$ cat src/design/rtc_pkg.sv
// Shared constants, register map and types of the clock event block.
`default_nettype none
package rtc_pkg;
   // Clock rate and the millisecond time base.
   localparam int CLK_NS = 50;
   localparam int MS_NS = 1_000_000;
   localparam int CYC_PER_MS = MS_NS / CLK_NS;
   localparam logic [9:0] MS_LAST = 10'h3E7;
   // Sixteenths alternate 62 and 63 ms, giving 62.5 ms on average.
   localparam logic [5:0] SIX_SHORT = 6'h3D;
   localparam logic [5:0] SIX_LONG = 6'h3E;

   // Register map.
   localparam logic [4:0] A_MSLO = 5'h00;
   localparam logic [4:0] A_MSHI = 5'h01;
   localparam logic [4:0] A_SEC = 5'h02;
   localparam logic [4:0] A_MONTH = 5'h06;
   localparam logic [4:0] A_CTRL = 5'h07;
   localparam logic [4:0] A_CAL = 5'h08;
   localparam logic [4:0] A_WDOG = 5'h09;
   localparam logic [4:0] A_TMRVAL = 5'h0A;
   localparam logic [4:0] A_TMRCTL = 5'h0B;
   localparam logic [4:0] A_FLAGS = 5'h0C;
   localparam logic [4:0] A_TMRCNT = 5'h0D;
   localparam logic [1:0] A_ALM_HI = 2'h2;
   localparam logic [2:0] ALM_FIELDS = 3'h5;

   // Control register bits.
   localparam int C_HALT = 0;
   localparam int C_OSTOP = 1;
   localparam int C_OSCILLATOR_FAIL_IRQ_ENABLE = 4;
   localparam int C_A2EN = 6;
   localparam int C_A1EN = 7;
   localparam logic [7:0] CTRL_RST = 8'h01;

   // Flag register bits and timer control bit.
   localparam int F_TF = 0;
   localparam int F_AF2 = 1;
   localparam int F_AF1 = 2;
   localparam int F_WDF = 3;
   localparam int F_OF = 4;
   localparam int T_TE = 2;

   // Time field limits, index 0 seconds up to 4 months.
   localparam logic [7:0] SEC_LAST = 8'h3B;
   localparam logic [7:0] HOUR_LAST = 8'h17;
   localparam logic [7:0] MONTH_LAST = 8'h0C;
   localparam logic [7:0] DAY_FIRST = 8'h01;

   typedef enum logic [2:0] {
      WD_OFF = 3'b001,
      WD_RUN = 3'b010,
      WD_EXPIRED = 3'b100
   } wd_state_t;

   function automatic logic [7:0] monthDays(input logic [7:0] month);
      case (month)
         8'h02: monthDays = 8'h1C;
         8'h04, 8'h06, 8'h09, 8'h0B: monthDays = 8'h1E;
         default: monthDays = 8'h1F;
      endcase
   endfunction

   // Watchdog resolution in sixteenths: 1/16, 1/4, 1 and 4 seconds.
   function automatic logic [10:0] wdScale(input logic [1:0] res);
      case (res)
         2'h0: wdScale = 11'h001;
         2'h1: wdScale = 11'h004;
         2'h2: wdScale = 11'h010;
         default: wdScale = 11'h040;
      endcase
   endfunction
endpackage
`default_nettype wire

$ cat src/design/rtc_tick_if.sv
// Tick and calibration signals between the time base and the clock core.
`timescale 1ns/1ns
`default_nettype none
interface rtc_tick_if;
   logic msTick;
   logic sixTick;
   logic oscStop;
   logic [5:0] cal;
   modport gen(output msTick, output sixTick, input oscStop, input cal);
   modport sink(input msTick, input sixTick, output oscStop, output cal);
endinterface
`default_nettype wire

$ cat src/design/rtc_time_base.sv
// Calibrated millisecond and sixteenth-second tick generator.
`timescale 1ns/1ns
`default_nettype none
module rtc_time_base #(
   parameter int unsigned CYC_PER_MS = rtc_pkg::CYC_PER_MS
) (
   // Clock, reset and enable.
   input wire logic clk,
   input wire logic nrst,
   input wire logic ce,
   // Ticks out, controls in.
   rtc_tick_if.gen tb
);
   typedef struct packed {
      logic [15:0] cyc;
      logic [5:0] msInSix;
      logic phase;
      logic msTick;
      logic sixTick;
   } base_t;

   base_t s;
   base_t n;
   logic [15:0] period;

   // Sign set lengthens the millisecond, so the clock runs slower.
   always_comb begin
      n = s;
      n.msTick = 1'b0;
      n.sixTick = 1'b0;
      if (tb.cal[5]) begin
         period = 16'(CYC_PER_MS) + {11'h000, tb.cal[4:0]};
      end else begin
         period = 16'(CYC_PER_MS) - {11'h000, tb.cal[4:0]};
      end
      if (!tb.oscStop) begin
         if (s.cyc >= period - 16'h0001) begin
            n.cyc = 16'h0000;
            n.msTick = 1'b1;
            if (s.msInSix == (s.phase ? rtc_pkg::SIX_LONG : rtc_pkg::SIX_SHORT)) begin
               n.msInSix = 6'h00;
               n.phase = !s.phase;
               n.sixTick = 1'b1;
            end else begin
               n.msInSix = s.msInSix + 6'h01;
            end
         end else begin
            n.cyc = s.cyc + 16'h0001;
         end
      end
   end

   always_ff @(posedge clk or negedge nrst) begin
      if (!nrst) begin
         s <= '0;
      end else if (ce) begin
         s <= n;
      end
   end

   assign tb.msTick = s.msTick;
   assign tb.sixTick = s.sixTick;
endmodule
`default_nettype wire

$ cat src/design/rtc_event_core.sv
// Clock core: time keeping, alarms, countdown timer, watchdog and registers.
`timescale 1ns/1ns
`default_nettype none
module rtc_event_core #(
   parameter int unsigned CYC_PER_MS = rtc_pkg::CYC_PER_MS
) (
   // Clock, reset and enable.
   input wire logic clk,
   input wire logic nrst,
   input wire logic ce,
   // Register port.
   input wire logic [4:0] addr,
   input wire logic [7:0] wrData,
   input wire logic wrEn,
   input wire logic rdEn,
   output logic [7:0] rdData,
   // Pins.
   input wire logic pwrFail,
   input wire logic oscFail,
   output logic wdogOut,
   output logic ofAlarm
);
   typedef struct packed {
      logic [1:0] pfSync;
      logic [1:0] ofSync;
      logic [9:0] ms;
      logic [4:0][7:0] tm;
      logic [1:0][4:0][7:0] alm;
      logic [1:0] almPrev;
      logic [7:0] ctrl;
      logic [5:0] cal;
      logic [4:0] wdMult;
      logic [1:0] wdRes;
      logic [10:0] wdCnt;
      rtc_pkg::wd_state_t wdState;
      logic [7:0] tmrVal;
      logic [7:0] tmrCnt;
      logic [2:0] tmrCtl;
      logic tf;
      logic af1;
      logic af2;
      logic watchdog_expired_flag;
      logic oscFailFlag;
      logic [7:0] rdData;
      logic wdogOut;
      logic ofAlarm;
   } core_t;

   core_t s;
   core_t n;
   logic secTick;
   logic minTick;
   logic tmrTick;
   logic carry;
   logic tfSet;
   logic a1Set;
   logic a2Set;
   logic wdSet;
   logic flagRead;
   logic [1:0] match;
   logic [7:0] rdValue;

   rtc_tick_if tb();

   rtc_time_base #(.CYC_PER_MS(CYC_PER_MS)) u_base (
      .clk(clk),
      .nrst(nrst),
      .ce(ce),
      .tb(tb)
   );

   assign tb.oscStop = s.ctrl[rtc_pkg::C_OSTOP];
   assign tb.cal = s.cal;

   function automatic logic [7:0] fieldLast(input int i, input logic [7:0] month);
      case (i)
         0, 1: fieldLast = rtc_pkg::SEC_LAST;
         2: fieldLast = rtc_pkg::HOUR_LAST;
         3: fieldLast = rtc_pkg::monthDays(month);
         default: fieldLast = rtc_pkg::MONTH_LAST;
      endcase
   endfunction

   function automatic logic [7:0] fieldFirst(input int i);
      fieldFirst = (i >= 3) ? rtc_pkg::DAY_FIRST : 8'h00;
   endfunction

   function automatic logic [10:0] wdLoad(input logic [4:0] mult, input logic [1:0] res);
      wdLoad = 11'({6'h00, mult} * rtc_pkg::wdScale(res));
   endfunction

   always_comb begin
      n = s;
      n.pfSync = {s.pfSync[0], pwrFail};
      n.ofSync = {s.ofSync[0], oscFail};
      secTick = 1'b0;
      carry = 1'b0;
      tfSet = 1'b0;
      wdSet = 1'b0;
      flagRead = rdEn && (addr == rtc_pkg::A_FLAGS);

      // Time keeping stops entirely while halted.
      if (tb.msTick && !s.ctrl[rtc_pkg::C_HALT]) begin
         if (s.ms == rtc_pkg::MS_LAST) begin
            n.ms = 10'h000;
            secTick = 1'b1;
         end else begin
            n.ms = s.ms + 10'h001;
         end
      end
      minTick = secTick && (s.tm[0] == rtc_pkg::SEC_LAST);
      carry = secTick;
      for (int i = 0; i < 5; i++) begin
         if (carry) begin
            if (s.tm[i] >= fieldLast(i, s.tm[4])) begin
               n.tm[i] = fieldFirst(i);
            end else begin
               n.tm[i] = s.tm[i] + 8'h01;
               carry = 1'b0;
            end
         end
      end

      // Alarms fire once on entering a match; no pin, only flags.
      match[0] = s.ctrl[rtc_pkg::C_A1EN] && (s.tm == s.alm[0]);
      match[1] = s.ctrl[rtc_pkg::C_A2EN] && (s.tm == s.alm[1]);
      n.almPrev = match;
      a1Set = match[0] && !s.almPrev[0];
      a2Set = match[1] && !s.almPrev[1];

      // Countdown timer tick source.
      case (s.tmrCtl[1:0])
         2'h0: tmrTick = tb.msTick;
         2'h1: tmrTick = tb.sixTick;
         2'h2: tmrTick = secTick;
         default: tmrTick = minTick;
      endcase
      if (s.tmrCtl[rtc_pkg::T_TE] && tmrTick) begin
         if (s.tmrCnt <= 8'h01) begin
            n.tmrCnt = s.tmrVal;
            tfSet = 1'b1;
         end else begin
            n.tmrCnt = s.tmrCnt - 8'h01;
         end
      end

      // Watchdog counts sixteenths of a second.
      case (s.wdState)
         rtc_pkg::WD_RUN: begin
            if (tb.sixTick) begin
               if (s.wdCnt <= 11'h001) begin
                  wdSet = 1'b1;
                  n.wdogOut = 1'b1;
                  n.wdState = rtc_pkg::WD_EXPIRED;
               end else begin
                  n.wdCnt = s.wdCnt - 11'h001;
               end
            end
         end
         rtc_pkg::WD_OFF, rtc_pkg::WD_EXPIRED: begin
            n.wdCnt = s.wdCnt;
         end
         default: n.wdState = rtc_pkg::WD_OFF;
      endcase

      // Register writes.
      if (wrEn) begin
         if (addr >= rtc_pkg::A_SEC && addr <= rtc_pkg::A_MONTH) begin
            n.tm[3'(addr - rtc_pkg::A_SEC)] = wrData;
            n.ms = 10'h000;
         end
         if (addr[4:3] >= rtc_pkg::A_ALM_HI && addr[2:0] < rtc_pkg::ALM_FIELDS) begin
            n.alm[addr[3]][addr[2:0]] = wrData;
         end
         case (addr)
            rtc_pkg::A_CTRL: n.ctrl = wrData;
            rtc_pkg::A_CAL: n.cal = wrData[5:0];
            rtc_pkg::A_WDOG: begin
               n.wdMult = wrData[4:0];
               n.wdRes = wrData[6:5];
               n.wdCnt = wdLoad(wrData[4:0], wrData[6:5]);
               n.wdogOut = 1'b0;
               if (wrData[4:0] == 5'h00) begin
                  n.wdState = rtc_pkg::WD_OFF;
               end else begin
                  n.wdState = rtc_pkg::WD_RUN;
               end
            end
            rtc_pkg::A_TMRVAL: begin
               n.tmrVal = wrData;
               n.tmrCnt = wrData;
            end
            rtc_pkg::A_TMRCTL: n.tmrCtl = wrData[2:0];
            rtc_pkg::A_FLAGS: begin
               if (!wrData[rtc_pkg::F_OF]) begin
                  n.oscFailFlag = 1'b0;
               end
            end
            default: n.cal = n.cal;
         endcase
      end

      // Register reads; data stand only in the following cycle.
      case (addr)
         rtc_pkg::A_MSLO: rdValue = s.ms[7:0];
         rtc_pkg::A_MSHI: rdValue = {6'h00, s.ms[9:8]};
         rtc_pkg::A_CTRL: rdValue = s.ctrl;
         rtc_pkg::A_CAL: rdValue = {2'h0, s.cal};
         rtc_pkg::A_WDOG: rdValue = {1'b0, s.wdRes, s.wdMult};
         rtc_pkg::A_TMRVAL: rdValue = s.tmrVal;
         rtc_pkg::A_TMRCTL: rdValue = {5'h00, s.tmrCtl};
         rtc_pkg::A_FLAGS: rdValue = {3'h0, s.oscFailFlag, s.watchdog_expired_flag, s.af1, s.af2, s.tf};
         rtc_pkg::A_TMRCNT: rdValue = s.tmrCnt;
         default: rdValue = 8'h00;
      endcase
      if (addr >= rtc_pkg::A_SEC && addr <= rtc_pkg::A_MONTH) begin
         rdValue = s.tm[3'(addr - rtc_pkg::A_SEC)];
      end
      if (addr[4:3] >= rtc_pkg::A_ALM_HI && addr[2:0] < rtc_pkg::ALM_FIELDS) begin
         rdValue = s.alm[addr[3]][addr[2:0]];
      end
      n.rdData = rdEn ? rdValue : 8'h00;

      // A flag read clears all flags but the oscillator fail flag, but an event in the same cycle wins.
      if (flagRead) begin
         n.tf = 1'b0;
         n.af1 = 1'b0;
         n.af2 = 1'b0;
         n.watchdog_expired_flag = 1'b0;
      end
      if (tfSet) begin
         n.tf = 1'b1;
      end
      if (a1Set) begin
         n.af1 = 1'b1;
      end
      if (a2Set) begin
         n.af2 = 1'b1;
      end
      if (wdSet) begin
         n.watchdog_expired_flag = 1'b1;
      end
      if (s.ofSync[1]) begin
         n.oscFailFlag = 1'b1;
      end
      if (s.pfSync[1]) begin
         n.ctrl[rtc_pkg::C_HALT] = 1'b1;
      end
      n.ofAlarm = n.oscFailFlag && n.ctrl[rtc_pkg::C_OSCILLATOR_FAIL_IRQ_ENABLE];
   end

   always_ff @(posedge clk or negedge nrst) begin
      if (!nrst) begin
         s <= '0;
         s.ctrl <= rtc_pkg::CTRL_RST;
         s.tm[3] <= rtc_pkg::DAY_FIRST;
         s.tm[4] <= rtc_pkg::DAY_FIRST;
         s.wdState <= rtc_pkg::WD_OFF;
      end else if (ce) begin
         s <= n;
      end
   end

   assign rdData = s.rdData;
   assign wdogOut = s.wdogOut;
   assign ofAlarm = s.ofAlarm;
endmodule
`default_nettype wire

$ cat config.mk
export PLATFORM = sky130hd
export DESIGN_NAME = rtc_event_core
export DESIGN_NICKNAME = d
export VERILOG_FILES = /design/src/design/rtc_pkg.sv /design/src/design/rtc_tick_if.sv /design/src/design/rtc_time_base.sv /design/src/design/rtc_event_core.sv
export SDC_FILE = /design/constraint.sdc
export NUM_CORES = 1
export LEC_CHECK = 0
export BUFFER_PORTS_ARGS = -buffer_cell sky130_fd_sc_hd__buf_2
export CAP_MARGIN = 20
export CELL_PAD_IN_SITES_DETAIL_PLACEMENT = 0
export CELL_PAD_IN_SITES_GLOBAL_PLACEMENT = 1
export CORE_MARGIN = 3
export CORE_UTILIZATION = 40
export CTS_BUF_LIST = sky130_fd_sc_hd__clkbuf_2 sky130_fd_sc_hd__clkbuf_4 sky130_fd_sc_hd__clkbuf_8
export DETAILED_ROUTE_END_ITERATION = 6
export PLACE_DENSITY_LB_ADDON = 0.1
export SLEW_MARGIN = 10
export SYNTH_ARGS = -nofsm -noshare
export SYNTH_HDL_FRONTEND = slang
export SYNTH_HIERARCHICAL = 1
export SYNTH_SLANG_ARGS = --single-unit
$ cat constraint.sdc
create_clock -name clk -period 6.6 [get_ports clk]
set_input_delay 0.99 -clock clk [delete_from_list [all_inputs] [get_ports clk]]
set_output_delay 0.99 -clock clk [all_outputs]
set_load 0.03 [all_outputs]
Word-level counts from Yosys, hierarchy flattened --
Index checks and enable logic that the tools add are counted.
Word-level totals: input port bits 20, register bits after elaboration 230, output and inout bits 10, logic and storage cells 240
Operators by class: muxes and demuxes 94, equality and inequality tests 25, order comparisons 18, reductions and logical operators 44, $add $sub $neg 14, bitwise gates (word level) 1, multipliers 1
Operator list (count):
- 8-bit two-way mux | 24
- 130-bit two-way mux | 1
- 40-bit two-way mux | 3
- 80-bit bitwise mux | 1
- 40-bit == test | 2
- 80-bit two-way mux | 1
- 8-bit one-hot mux with 9 select lines | 1
- 51-bit two-way mux | 1
- 50-bit two-way mux | 1
- 8-bit binary-select mux with 3-bit select | 2
- 8-bit demux with 3-bit select | 2
- 16-bit two-way mux | 3
- 11-bit two-way mux | 4
- 8-bit by 1-bit adder with 8-bit output, second input constant | 5
- 40-bit bitwise mux | 1
- 40-bit demux with 1-bit select | 1
- 8-bit greater-or-equal comparator | 5
- 5-bit by 4-bit == test with 1-bit output, second input constant | 6
- 1-bit two-way mux | 30
- 3-bit AND reduction | 8
- 21-bit two-way mux | 1
- 7-bit one-hot mux with 3 select lines | 1
- 10-bit two-way mux | 2
- 15-bit by 5-bit adder with 16-bit output, first input constant | 1
- 52 further kinds | 90

Longest topological paths before layout --
depth in word-level cells 26, mapped depth 15, depth with buffers taken out 13

By module --
Netlist, hierarchy kept.
Modules (own cells, without submodules):
- rtc_event_core | area each 13166.4 um^2, cells each 1336, times used 1, seq. area each 5134.9 um^2
- rtc_time_base | area each 1750.4 um^2, cells each 194, times used 1, seq. area each 625.6 um^2

Least setup slack after synthesis --
No wires, ideal clock.
kind register to register, from reg s (netlist bit tb.cal[0]), to reg u_base/s[18] (netlist name), path buffers 2, library setup time 0.119 ns, stages on the path, launching flop included 16, required time 6.481 ns, setup slack 2.947 ns, period minus slack after synthesis 3.653 ns, arrival time 3.535 ns, path through dfrtp_1 > inv_1 > ha_1 > or3b_2 > a21oi_1 > o21ai_0 > or4b_1 > inv_1 > ha_1 > or4b_4 > nor4b_2 > a32o_2 > or2_1 > buf_6 > buf_12 > nor2_1
On the way: longest elaborated chain between the ends 5, elaborated cells between the ends (all ways) 6, those cells by class add/sub (3); order compare (1); mux (2)
RTL lines:
- start: declaration | line rtc_event_core.sv:49 | core_t s;
- start signal: assignment | line rtc_event_core.sv:260 | s <= n;
- 15-bit by 5-bit subtractor with 16-bit output or 15-bit by 5-bit adder with 16-bit output (tied branches) | line rtc_time_base.sv:34, rtc_time_base.sv:32
- 16-bit two-way mux * | line rtc_time_base.sv:31 | if (tb.cal[5]) begin
- 16-bit by 1-bit subtractor with 16-bit output * | line rtc_time_base.sv:37 | if (s.cyc >= period - 16'h0001) begin
- 16-bit greater-or-equal comparator * | line rtc_time_base.sv:37
- 16-bit two-way mux * | line rtc_time_base.sv:37
- end signal: assignment | line rtc_time_base.sv:57 | s <= n;
- end: declaration | line rtc_time_base.sv:22 | base_t s;
Mark *: on every way between the ends. The rest lies on a longest branch, timed or not. A chain may end at the register's enable or synchronous reset.

Final worst setup path --
from reg s (netlist bit tb.cal[0]), to reg u_base/s[4] (netlist name)
On the way: longest elaborated chain between the ends 5, elaborated cells between the ends (all ways) 6, those cells by class add/sub (3); order compare (1); mux (1); reduce/logical (1)
RTL lines (line):
- 15-bit by 5-bit subtractor with 16-bit output or 15-bit by 5-bit adder with 16-bit output (tied branches) | rtc_time_base.sv:34, rtc_time_base.sv:32
- 16-bit two-way mux * | rtc_time_base.sv:31
- 16-bit by 1-bit subtractor with 16-bit output * | rtc_time_base.sv:37
- 16-bit greater-or-equal comparator * | rtc_time_base.sv:37
- 3-bit AND reduction (no source line) *
Marked as above.

==> impl_metrics.ini <==
[route]
drc = 0
ant_nets = 0
first_pass_iters = 5
detail_route.wl_per_cell_microns = 24.6
finalWirelength_mm = 49.3
drt_iter0_drc = 938
drt-vias-per-instance = 6.06
dr_total_vias = 12158

[yosys]
synth_nets = 1600
synth-async-reset-ratio_pct = 100
syn_area_sq_um = 14900
avgSynthCellArea_sq_um = 9.75
seq_area_frac_synth_pct = 38.6
synth.distinct_cells = 96
ys_seq_elements = 230
synth_edf_count = 0
yosysWarnings = 6
synth_ff_type = dfrtp_1
syn_inst = 1530

[power_and_ir_drop]
leakagePower_nw = 7.23
vdd_drop_max_v = 0.000171
p_per_area_nw_per_um2 = 265

[outcome]
status = finished, final reports clean

[global_routing]
grt_max_degree = 140
antenna_found_initial = 2
grt_pass1_vias = 11927
grt_pass1_wl_mm = 76.0
grt_usage_pct = 25.3
use_met1_pct = 39.9
gr-max-usage-layer = met1
grt_use_met3_pct = 4.54
globalRouteOverflowTotal = 0
met2_usage_pct = 35.7

[clock_network]
cts_made_buffers = 46
postCtsSetupBuffers = 0
clockRootBuffer = clkbuf_8
cts_tree = yes
clk_path_buf_depth = 3
clkSinkCount = 230
clock_latency_ps = 620
clkTransAtPathRegs_ps = 60
cts_htree_levels = 2
post_cts_resized = 0
hold_buffers = 0

[cells_and_area]
layout_common_cells = dfrtp_1, nand2_1, mux2_2
drive_gt1_share_pct = 18.9
syn_to_final_growth_pct = 9.06
fin_area_sq_um = 16300
layout_commonest_cell = dfrtp_1
nets = 1572
nFillCells = 3569

[sta]
worst_slack_ps = 2270
setup_viol = 0
slew_headroom_pct = 40.1
timing.hold.ws_ps = 418
final.min_clock_period_ps = 4330
max_freq_ghz = 0.231
fin_tns_setup_ps = 0
rsz0062_at_grt = false
finClkSkew_ps = 28.7
min_period_over_period_pct = 65.5
worst_pin_slew_ps = 898
slew_violations = 0
final_hold_viol_count = 0

[placement]
hpwl_mm = 34.1
dpl_cell_area_sq_um = 15200
routabilityCongestion = 0.891
place_ws_ps = 2300
port_buffers = 29

[floorplan]
coreArea_sq_um = 36700
die_w_microns = 199
dieArea_sq_um = 39600
start_util_pct = 40.6
rows = 70
die_y_microns = 199
io_pins = 30

[critical_path]
path_class = reg2reg
critPathLaunch = tb.cal[0]
worstPathArrival_ps = 4850
worstPathMaxFanout = 17
r2r_cells = 13
rr_startpoint = tb.cal[0]
ff2ff_setup_slack_ps = 2270
crit_end = u_base/s[4]
required_ps = 7120
cp-end-kind = flop
regToRegEndpoint = u_base/s[4]
critPathLaunchType = flop

[job]
max_cap_viol_count = 0

[hold_path]
hold_class = in2async
==> where the power goes <==
part           switching (mW)  internal (mW)  leakage, nW
Combinational           0.451          0.359         3.66
Clock                   0.688           1.01        0.568
Sequential              0.249           1.56         3.00
Total                    1.39           2.93         7.23
==> synth_stat cells (5+ instances only) <==
library cell | count | area [sq um]
a211o_1 | 8 | 70.1
a211oi_1 | 6 | 45.0
a21oi_1 | 57 | 285
a22o_1 | 14 | 123
a22oi_1 | 16 | 120
a31oi_1 | 13 | 81.3
a32oi_1 | 9 | 78.8
and2_1 | 17 | 106
and3_1 | 24 | 150
buf_1 | 6 | 22.5
buf_2 | 24 | 120
buf_4 | 12 | 90.1
clkbuf_1 | 68 | 255
dfrtp_1 | 226 | 5660
ha_1 | 46 | 576
inv_1 | 45 | 169
mux2_2 | 109 | 1230
mux2i_1 | 27 | 270
mux4_2 | 22 | 495
nand2_1 | 162 | 608
nand2b_1 | 13 | 81.3
nand3_1 | 46 | 230
nand3b_1 | 8 | 60.1
nand4_1 | 36 | 225
nand4b_1 | 5 | 43.8
nor2_1 | 83 | 312
nor2b_1 | 21 | 131
nor3_1 | 32 | 160
nor3b_1 | 5 | 37.5
nor4_1 | 20 | 125
o211ai_1 | 12 | 90.1
o21a_1 | 6 | 45.0
o21ai_0 | 78 | 390
o221ai_1 | 5 | 43.8
o22ai_1 | 12 | 75.1
o31ai_1 | 5 | 37.5
or3_1 | 7 | 43.8
xnor2_1 | 49 | 429
xor2_1 | 61 | 534
==> critical path, stage by stage (launching register included) <==
cell	delay [ps]
dfrtp_1	420
inv_1	100
ha_1	340
or3b_2	450
a21oi_1	130
o21ai_0	210
or4b_1	580
inv_1	80
ha_1	130
or4b_4	480
nor4b_2	260
a32o_2	260
or2_1	550
mux2i_1	250
==> kinds of logic after synthesis <==
logic type                 count (synthesis)  synth area share (%)
DFF                                      230                  38.6
and+or+nand+nor                          515                  18.0
AOI/OAI and AO/OA                        306                  14.3
muxes                                    158                  13.4
buffers and inverters                    161                  4.86
xor gates and xnor gates                 110                  6.46
adders and majority gates                 50                  4.40
==> metrics by stage <==
stage | power, mW | utilization (%) | instances
after global routing | 4.53 | 44.3 | 2006
after CTS | 4.35 | 44.3 | 2005
after floorplan | 2.33 | - | 1530
after global placement | 2.63 | 41.4 | 1922
after detailed placement | 2.63 | 41.4 | 1922
final | 4.32 | 44.3 | 2006
==> worst min path at each step <==
| stage | endpoint |
|---|---|
| final | async pin |
| after global routing | async pin |
| after CTS | async pin |
| after detailed placement | s[13] |
| after global placement | s[13] |
| after floorplan | s[13] |
==> metal layers <==
layer	vias to the layer above	wire length, microns	share of wire (%)
met5	-	13	0.026
met4	2	792	1.6
met3	55	3480	7.1
met2	380	20600	42
met1	6188	24400	50
li1	5533	-	-
==> cell type report <==
class / count / area, sq um / area share [%]
clock inverter: 9 / 103 / 0.631
sequential: 230 / 5760 / 35.4
inverter: 46 / 173 / 1.06
tap: 468 / 586 / 3.60
multi-input combinational: 1139 / 8430 / 51.8
clock buffer: 74 / 968 / 5.95
antenna: 1 / 2.50 / 0.0154
timing repair buffer: 39 / 245 / 1.51
No activity file was read; power rests on OpenSTA's default activity.
